`config.mk`:
```
export PLATFORM = sky130hd
export DESIGN_NAME = spm_sleep_ctrl
export DESIGN_NICKNAME = d
export VERILOG_FILES = /design/src/design/spm_sleep_ctrl.v
export VERILOG_INCLUDE_DIRS = /design/src /design/src/shared
export SDC_FILE = /design/constraint.sdc
export NUM_CORES = 1
export LEC_CHECK = 0
export BUFFER_PORTS_ARGS = -buffer_cell sky130_fd_sc_hd__buf_2
export CORE_MARGIN = 4
export CORE_UTILIZATION = 50
export CTS_CLUSTER_DIAMETER = 200
export DETAILED_ROUTE_END_ITERATION = 10
export GPL_TIMING_DRIVEN = 0
export PLACE_DENSITY = 0.8
export SYNTH_ARGS = -nofsm -noshare
export SYNTH_HDL_FRONTEND = slang
export SYNTH_SLANG_ARGS = --single-unit
```
`constraint.sdc`:
```
create_clock -name clk -period 2 [get_ports clk]
set_clock_uncertainty 0.2 [all_clocks]
set_input_delay 0.4 -clock clk [delete_from_list [all_inputs] [get_ports clk]]
set_output_delay 0.4 -clock clk [all_outputs]
set_load 0.01 [all_outputs]
```
`src/shared/spm_consts.vh`:
```
// constant definitions for the sleep and clock gating block
`ifndef SPM_CONSTS_VH
`define SPM_CONSTS_VH
// control register word index, and byte addresses on the register bus (four times the index)
`define SPM_IDX_CTRL 8'h35
`define SPM_ADDR_CTRL 8'hD4
`define SPM_ADDR_GATE 8'hD8
`define SPM_ADDR_ANA 8'hDC
`define SPM_ADDR_DIS0 8'hE0
`define SPM_ADDR_DIS1 8'hE4
`define SPM_ADDR_STAT 8'hE8
// core control register fields
`define SPM_CTRL_SE 5
`define SPM_CTRL_SK_HI 4
`define SPM_CTRL_SK_LO 3
`define SPM_CTRL_MASK 8'h7B
`define SPM_CTRL_RST 8'h00
// clock gate register fields
`define SPM_GATE_TIM1 3
`define SPM_GATE_TIM0 2
`define SPM_GATE_SER 1
`define SPM_GATE_CONV 0
`define SPM_GATE_MASK 8'h0F
`define SPM_GATE_RST 8'h00
// analog control register fields
`define SPM_ANA_CONV_EN 0
`define SPM_ANA_CMP_EN 1
`define SPM_ANA_CMP_BG 2
`define SPM_ANA_WDT_EN 3
`define SPM_ANA_MASK 8'h0F
// sleep kinds
`define SPM_SK_IDLE 2'h0
`define SPM_SK_NOISE 2'h1
`define SPM_SK_PDOWN 2'h2
`define SPM_SK_STBY 2'h3
// reference start-up time in ns
`define SPM_REF_START_NS 1000
`define SPM_CLK_NS 5
`define SPM_REF_START_CYC ((`SPM_REF_START_NS + `SPM_CLK_NS - 1) / `SPM_CLK_NS)
`endif

```
`src/design/spm_sleep_ctrl.v`:
```
// sleep control, peripheral clock gating and analog power management with axi4-lite access
`timescale 1ns/1ps
`include "spm_consts.vh"
module spm_sleep_ctrl #(
  parameter NPINS = 16,
  parameter REF_START_CYC = `SPM_REF_START_CYC
) (
  // clock and reset
  input wire clk,
  input wire srst,
  // axi4-lite write address
  input wire [7:0] s_axi_awaddr,
  input wire s_axi_awvalid,
  output reg s_axi_awready,
  // axi4-lite write data
  input wire [31:0] s_axi_wdata,
  input wire [3:0] s_axi_wstrb,
  input wire s_axi_wvalid,
  output reg s_axi_wready,
  // axi4-lite write response
  output reg [1:0] s_axi_bresp,
  output reg s_axi_bvalid,
  input wire s_axi_bready,
  // axi4-lite read address
  input wire [7:0] s_axi_araddr,
  input wire s_axi_arvalid,
  output reg s_axi_arready,
  // axi4-lite read data
  output reg [31:0] s_axi_rdata,
  output reg [1:0] s_axi_rresp,
  output reg s_axi_rvalid,
  input wire s_axi_rready,
  // core side
  input wire sleep_instr,
  input wire wake_event,
  input wire [2:0] brownout_threshold_fuses,
  input wire [NPINS-1:0] wake_pin_needed,
  // clock enables towards peripherals
  output reg cpu_clk_en,
  output reg io_clock_en,
  output reg converter_clock_en,
  output reg osc_en,
  output reg timer_one_clk_en,
  output reg timer_zero_clk_en,
  output reg serial_clk_en,
  output reg timer_one_regs_ok,
  output reg timer_zero_regs_ok,
  output reg serial_regs_ok,
  output reg converter_regs_ok,
  // analog power controls
  output reg converter_power,
  output reg converter_extended,
  output reg comparator_power,
  output reg brownout_active,
  output reg reference_on,
  output reg reference_ready,
  output reg watchdog_run,
  output reg [NPINS-1:0] pin_input_en,
  output reg asleep
);

  // sleep states
  localparam ST_RUN = 3'd0;
  localparam ST_IDLE = 3'd1;
  localparam ST_NOISE = 3'd2;
  localparam ST_PDOWN = 3'd3;
  localparam ST_STBY = 3'd4;

  reg [7:0] core_control_register;
  reg [7:0] peripheral_clock_gate;
  reg [7:0] analog_ctrl;
  reg [7:0] analog_pin_buffer_off_0;
  reg [7:0] analog_pin_buffer_off_1;
  reg [2:0] state;
  reg [2:0] next_state;
  reg conv_prev;
  reg [15:0] ref_cnt;
  reg [7:0] aw_addr;
  reg aw_have;
  reg [31:0] w_data;
  reg [3:0] w_strb;
  reg w_have;
  reg [31:0] rd_val;
  reg rd_ok;

  wire sleep_enable_bit = core_control_register[`SPM_CTRL_SE];
  wire [1:0] sleep_kind_field =
    core_control_register[`SPM_CTRL_SK_HI:`SPM_CTRL_SK_LO];
  wire conv_en = analog_ctrl[`SPM_ANA_CONV_EN];
  wire cmp_en = analog_ctrl[`SPM_ANA_CMP_EN];
  wire cmp_bg = analog_ctrl[`SPM_ANA_CMP_BG];
  wire bod_en = (brownout_threshold_fuses != 3'h7);
  wire deep = (state == ST_PDOWN) || (state == ST_STBY);
  wire io_run = (state == ST_RUN) || (state == ST_IDLE);
  wire adc_run = io_run || (state == ST_NOISE);
  // comparator power drops in deep sleep, but a comparator wired to the reference
  // keeps the reference alive in every sleep state
  wire cmp_live = cmp_en && !deep;
  wire ref_need = bod_en || (cmp_en && cmp_bg) || conv_en;
  wire [15:0] pins_off = {analog_pin_buffer_off_1, analog_pin_buffer_off_0};

  // sleep state machine
  // a wake event returns any sleep state straight to run
  always @* begin
    next_state = state;
    case (state)
      ST_RUN: begin
        if (sleep_instr && sleep_enable_bit) begin
          case (sleep_kind_field)
            `SPM_SK_IDLE: next_state = ST_IDLE;
            `SPM_SK_NOISE: next_state = ST_NOISE;
            `SPM_SK_PDOWN: next_state = ST_PDOWN;
            default: next_state = ST_STBY;
          endcase
        end
      end
      ST_IDLE, ST_NOISE, ST_PDOWN, ST_STBY: begin
        if (wake_event)
          next_state = ST_RUN;
      end
      default: next_state = ST_RUN;
    endcase
  end

  always @(posedge clk) begin
    if (srst)
      state <= ST_RUN;
    else
      state <= next_state;
  end

  // clock and power outputs, all registered from the current state, the control registers, the brown-out fuses and the wake pin inputs
  always @(posedge clk) begin
    if (srst) begin
      cpu_clk_en <= 1'b1;
      io_clock_en <= 1'b1;
      converter_clock_en <= 1'b1;
      osc_en <= 1'b1;
      timer_one_clk_en <= 1'b1;
      timer_zero_clk_en <= 1'b1;
      serial_clk_en <= 1'b1;
      timer_one_regs_ok <= 1'b1;
      timer_zero_regs_ok <= 1'b1;
      serial_regs_ok <= 1'b1;
      converter_regs_ok <= 1'b1;
      converter_power <= 1'b0;
      comparator_power <= 1'b0;
      brownout_active <= 1'b0;
      watchdog_run <= 1'b0;
      pin_input_en <= {NPINS{1'b1}};
      asleep <= 1'b0;
    end else begin
      cpu_clk_en <= (state == ST_RUN);
      io_clock_en <= io_run;
      converter_clock_en <= adc_run && !peripheral_clock_gate[`SPM_GATE_CONV];
      osc_en <= (state != ST_PDOWN);
      // gating stops the clock and blocks register access, so the timer keeps its state for resume
      timer_one_clk_en <= io_run && !peripheral_clock_gate[`SPM_GATE_TIM1];
      timer_zero_clk_en <= io_run && !peripheral_clock_gate[`SPM_GATE_TIM0];
      serial_clk_en <= io_run && !peripheral_clock_gate[`SPM_GATE_SER];
      timer_one_regs_ok <= !peripheral_clock_gate[`SPM_GATE_TIM1];
      timer_zero_regs_ok <= !peripheral_clock_gate[`SPM_GATE_TIM0];
      serial_regs_ok <= !peripheral_clock_gate[`SPM_GATE_SER];
      converter_regs_ok <= !peripheral_clock_gate[`SPM_GATE_CONV];
      converter_power <= conv_en;
      comparator_power <= cmp_live;
      brownout_active <= bod_en;
      watchdog_run <= analog_ctrl[`SPM_ANA_WDT_EN];
      // apart from the off registers, buffers drop only when both io and converter clocks are stopped
      pin_input_en <= ~pins_off[NPINS-1:0] &
        ((!io_run && !adc_run) ? wake_pin_needed : {NPINS{1'b1}});
      asleep <= (state != ST_RUN);
    end
  end

  // extended conversion flag: set when the converter is switched off, cleared once it runs
  always @(posedge clk) begin
    if (srst) begin
      conv_prev <= 1'b0;
      converter_extended <= 1'b1;
    end else begin
      conv_prev <= conv_en;
      // arming on switch-off lets software see the long conversion coming while idle
      if (!conv_en && conv_prev)
        converter_extended <= 1'b1;
      else if (conv_en && converter_clock_en)
        converter_extended <= 1'b0; // first clocked cycle marks the long conversion taken
    end
  end

  // reference enable and start-up timer; staying on keeps it ready through sleep
  // the counter restarts only once every user has let go of the reference
  always @(posedge clk) begin
    if (srst) begin
      reference_on <= 1'b0;
      reference_ready <= 1'b0;
      ref_cnt <= 16'h0000;
    end else begin
      reference_on <= ref_need;
      if (!ref_need) begin
        ref_cnt <= 16'h0000;
        reference_ready <= 1'b0;
      end else if (ref_cnt < REF_START_CYC[15:0]) begin
        ref_cnt <= ref_cnt + 16'h0001;
        reference_ready <= 1'b0;
      end else begin
        reference_ready <= 1'b1;
      end
    end
  end

  // write channel: take address and data in either order, answer when both are held
  always @(posedge clk) begin
    if (srst) begin
      s_axi_awready <= 1'b1;
      s_axi_wready <= 1'b1;
      s_axi_bvalid <= 1'b0;
      s_axi_bresp <= 2'h0;
      aw_have <= 1'b0;
      w_have <= 1'b0;
      aw_addr <= 8'h00;
      w_data <= 32'h00000000;
      w_strb <= 4'h0;
      core_control_register <= `SPM_CTRL_RST;
      peripheral_clock_gate <= `SPM_GATE_RST;
      analog_ctrl <= 8'h00;
      analog_pin_buffer_off_0 <= 8'h00;
      analog_pin_buffer_off_1 <= 8'h00;
    end else begin
      if (s_axi_awvalid && s_axi_awready) begin
        aw_addr <= s_axi_awaddr;
        aw_have <= 1'b1;
        s_axi_awready <= 1'b0;
      end
      if (s_axi_wvalid && s_axi_wready) begin
        w_data <= s_axi_wdata;
        w_strb <= s_axi_wstrb;
        w_have <= 1'b1;
        s_axi_wready <= 1'b0;
      end
      if (aw_have && w_have && !s_axi_bvalid) begin
        s_axi_bvalid <= 1'b1;
        s_axi_bresp <= 2'h0;
        if (w_strb[0]) begin
          case ({aw_addr[7:2], 2'b00})
            `SPM_ADDR_CTRL: core_control_register <= w_data[7:0] & `SPM_CTRL_MASK;
            `SPM_ADDR_GATE: peripheral_clock_gate <= w_data[7:0] & `SPM_GATE_MASK;
            `SPM_ADDR_ANA: analog_ctrl <= w_data[7:0] & `SPM_ANA_MASK;
            `SPM_ADDR_DIS0: analog_pin_buffer_off_0 <= w_data[7:0];
            `SPM_ADDR_DIS1: analog_pin_buffer_off_1 <= w_data[7:0];
            `SPM_ADDR_STAT: s_axi_bresp <= 2'h2;
            default: s_axi_bresp <= 2'h2;
          endcase
        // no low byte lane: nothing stored, the answer still depends on the address
        end else if (!((({aw_addr[7:2], 2'b00}) >= `SPM_ADDR_CTRL) &&
                       (({aw_addr[7:2], 2'b00}) <= `SPM_ADDR_STAT))) begin
          s_axi_bresp <= 2'h2;
        end
      end
      if (s_axi_bvalid && s_axi_bready) begin
        s_axi_bvalid <= 1'b0;
        aw_have <= 1'b0;
        w_have <= 1'b0;
        s_axi_awready <= 1'b1;
        s_axi_wready <= 1'b1;
      end
    end
  end

  // read decode
  always @* begin
    rd_ok = 1'b1;
    rd_val = 32'h00000000;
    case ({s_axi_araddr[7:2], 2'b00})
      `SPM_ADDR_CTRL: rd_val[7:0] = core_control_register & `SPM_CTRL_MASK;
      `SPM_ADDR_GATE: rd_val[7:0] = peripheral_clock_gate & `SPM_GATE_MASK;
      `SPM_ADDR_ANA: rd_val[7:0] = analog_ctrl;
      `SPM_ADDR_DIS0: rd_val[7:0] = analog_pin_buffer_off_0;
      `SPM_ADDR_DIS1: rd_val[7:0] = analog_pin_buffer_off_1;
      `SPM_ADDR_STAT: rd_val[7:0] = {reference_ready, reference_on, converter_extended,
                                     comparator_power, asleep, state};
      default: rd_ok = 1'b0;
    endcase
  end

  // read channel: one cycle from address taken to data valid
  always @(posedge clk) begin
    if (srst) begin
      s_axi_arready <= 1'b1;
      s_axi_rvalid <= 1'b0;
      s_axi_rdata <= 32'h00000000;
      s_axi_rresp <= 2'h0;
    end else begin
      if (s_axi_arvalid && s_axi_arready) begin
        s_axi_arready <= 1'b0;
        s_axi_rvalid <= 1'b1;
        s_axi_rdata <= rd_val;
        s_axi_rresp <= rd_ok ? 2'h0 : 2'h2;
      end else if (s_axi_rvalid && s_axi_rready) begin
        s_axi_rvalid <= 1'b0;
        s_axi_arready <= 1'b1;
      end
    end
  end

endmodule // spm_sleep_ctrl

```
==> metrics.yaml <==
final_layout:
  syn_to_final_growth_pct: 36.7
  nets: 749
  drive_gt1_share_pct: 24.8
  diodes: 0
  post-route-util_pct: 70.8
critical_path:
  timing.rr.start: "analog_ctrl[0]"
  worstPathRequired_ns: 2.21
  arrival_ns: 2.05
  start_kind: "primary input"
  reg2reg_depth: 5
  reg2reg_to: "reference_ready"
  timing_worst_setup_path_type: "primary input to register"
  r2r_slack_ns: 0.18
  cp_max_fo: 10
  cp-end-kind: "register"
synthesis:
  yosysTopAreaCell: "dfxtp_1"
  syn_area_per_cell_um2: 9.31
  synthArstFlopShare_pct: 0
  ys_ff_latch: 116
  syn_inst: 490
  synth_cell_type_count: 50
  yosysTopAreaCellShare_pct: 50.9
  synthFlopType: "dfxtp_1"
  synth_edf_count: 0
  ys_warn_count: 0
  synthTopCellsByArea: "dfxtp_1, mux2i_1, nor2_1, buf_4, o21ai_0"
  syn_area_um2: 4560
  yosysSeqAreaShare_pct: 50.9
detailed_routing:
  firstDrtPassIters: 5
  via_count: 4110
  drcViolationCount: 0
  antenna_left: 0
  wire_per_inst_um: 15.6
  dr.first_iter.drc_count: 200
  drt_wl_total_um: 12300
  viasPerCell: 5.23
cts:
  cts_tree: "built"
  clockRootBuffer: "clkbuf_8"
  clkLatencyLatePin_ns: 0.52
  cts_buffers: 17
  cts.htree.levels: 4
  cts_setup_buffers: 0
  clk_pin_slew_ns: 0.06
  clock_sinks: 116
  cts_buffer_depth: 2
global_routing:
  antenna_found_initial: 0
  grt_overflow: 0
  grt_max_degree: 17
  grt_pass1_wl_um: 19900
  grt_pass1_vias: 4061
  grt.total_usage_pct: 23.1
sta:
  hold_viol: 0
  worst_slew_pin_slew_ns: 0.655
  setup_violations: 0
  fin_crit_sh_pct: 91.9
  max-slew-margin-rel_pct: 56.3
  setup_slack_ns: 0.161
  max_freq_ghz: 0.544
  post-route-min-period_ns: 1.84
  slew_viol_final: 0
  rsz0062_at_grt: "no"
min_path:
  min_from: "wake_pin_needed[15]"
  hold-path-endpoint: "pin_input_en[15]"
  holdPathStages: 3
  hold_path.class: "primary input to register"
placed_design:
  place_ws_ns: -0.198
  place_congestion: 0.896
  hpwl_um: 8400
  portBuffers: 96
pwr:
  total_power_uw: 5860
  p_per_area_nw_per_um2: 940
  p_leak_uw: 0.00278
  ir_drop_mv: 0.594
floorplanning:
  core_region_area_um2: 8810
  io_pins: 156
  fp.dieArea_um2: 10700
  num_rows: 34
  die_height_um: 104
  die_width_um: 104
  start_util_pct: 51.8
run:
  cap_violations: 0
status:
  outcome: "finished, final reports clean"
-- Yosys cell counts (all sizes together) (4+ instances only) --
cell type and number:
a21oi 33, a221oi 6, and2 11, and3 4, buf 34, clkbuf 14, dfxtp 116, ha 4
inv 9, mux2i 40, nand2 45, nand2b 4, nand3 18, nand4 5, nor2 57, nor2b 8
nor3 8, o21ai 37, o22a 4, or3 4
-- worst max path at each step --
| stage | start | endpoint | slack, ns | depth (start not counted) |
|---|---|---|---|---|
| final | srst | brownout_active | 0.16 | 4 |
| after global routing | analog_ctrl[0] | ref_cnt[7] | 0.001 | 6 |
| after CTS | srst | brownout_active | 0.16 | 4 |
| after detailed placement | srst | pin_input_en[15] | -0.20 | 4 |
| after global placement | srst | peripheral_clock_gate[3] | -0.21 | 5 |
| after floorplan | srst | ref_cnt[4] | 0.33 | 4 |
-- cell usage in the layout (no fill, tap or decap), types with 5 or more instances in the layout --
master / n
dfxtp_1: 116
buf_2: 99
nor2_1: 57
nand2_1: 45
mux2i_1: 40
o21ai_0: 36
dlygate4sd3_1: 35
a21oi_1: 32
buf_4: 27
conb_1: 26
nand3_1: 17
clkbuf_16: 16
clkbuf_1: 14
and2_1: 10
inv_1: 9
nor3_1: 8
nor2b_1: 8
a221oi_1: 6
inv_6: 5
-- final cells by class --
class	count	area [um2]
plain buffers	48	285
clock buffers	17	414
clock inverters	15	194
fillers	662	2570
inverters	10	37.5
multi-input cells	341	2010
flip-flops and latches	116	2320
well taps	108	135
repair buffers	131	831
-- routing by layer --
| metal | track usage [%] | wire, um |
|---|---|---|
| met4 | 10.6 | 364 |
| met1 | 27.5 | 5120 |
| met2 | 39.0 | 5890 |
| met5 | 0 | 0 |
| met3 | 6.09 | 902 |
-- cells by family (layout without fill, tap and decap cells) --
family / after synthesis / in the layout / synth area share, %
buffers and inverters: 58 / 221 / 7.08
multiplexers: 40 / 40 / 8.78
AND/OR/NAND/NOR: 176 / 176 / 19.2
XOR/XNOR: 3 / 3 / 0.576
adder cells (fa/ha/maj): 4 / 4 / 1.10
other: 1 / 26 / 0.0822
AO/OA/AOI/OAI: 92 / 92 / 12.2
flip-flops: 116 / 116 / 50.9
-- critical path, cell delays in order --
cell and delay, ns:
clkbuf_1 0.49, buf_1 0.49, a31oi_1 0.09, dlygate4sd3_1 0.57
-- stage by stage --
step                setup TNS, ns  hold slack (ns)  area (um2)  instances
floorplan                       0            0.180        4650        515
global placement            -4.75            0.213        5270        719
detailed placement          -4.06            0.221        5270        719
CTS                             0         0.000201        6230        786
global route                    0           0.0206        6230        786
finish                          0         0.000517        6230        786
-- state kept, by name, summed over array words and instances, names as in the netlist, 3 cells and up --
register / count
analog_pin_buffer_off_1: 8
peripheral_clock_gate: 4
analog_pin_buffer_off_0: 8
aw_addr: 6
pin_input_en: 16
state: 3
s_axi_rdata: 8
ref_cnt: 16
core_control_register: 6
w_data: 8
analog_ctrl: 4
-- repair_timing --
item,CTS,global route
gates resized for setup,1,0
endpoints found under the setup margin,3,0
hold endpoints to repair,34,0
hold buffers,35,0
-- power breakdown --
part	total (uW)	switching (uW)	internal, uW	leakage [uW]
clock network	3090	1160	1930	0.000288
registers	2400	44.6	2360	0.000942
logic	373	192	180	0.00155
No activity file was read; power rests on OpenSTA's default activity.
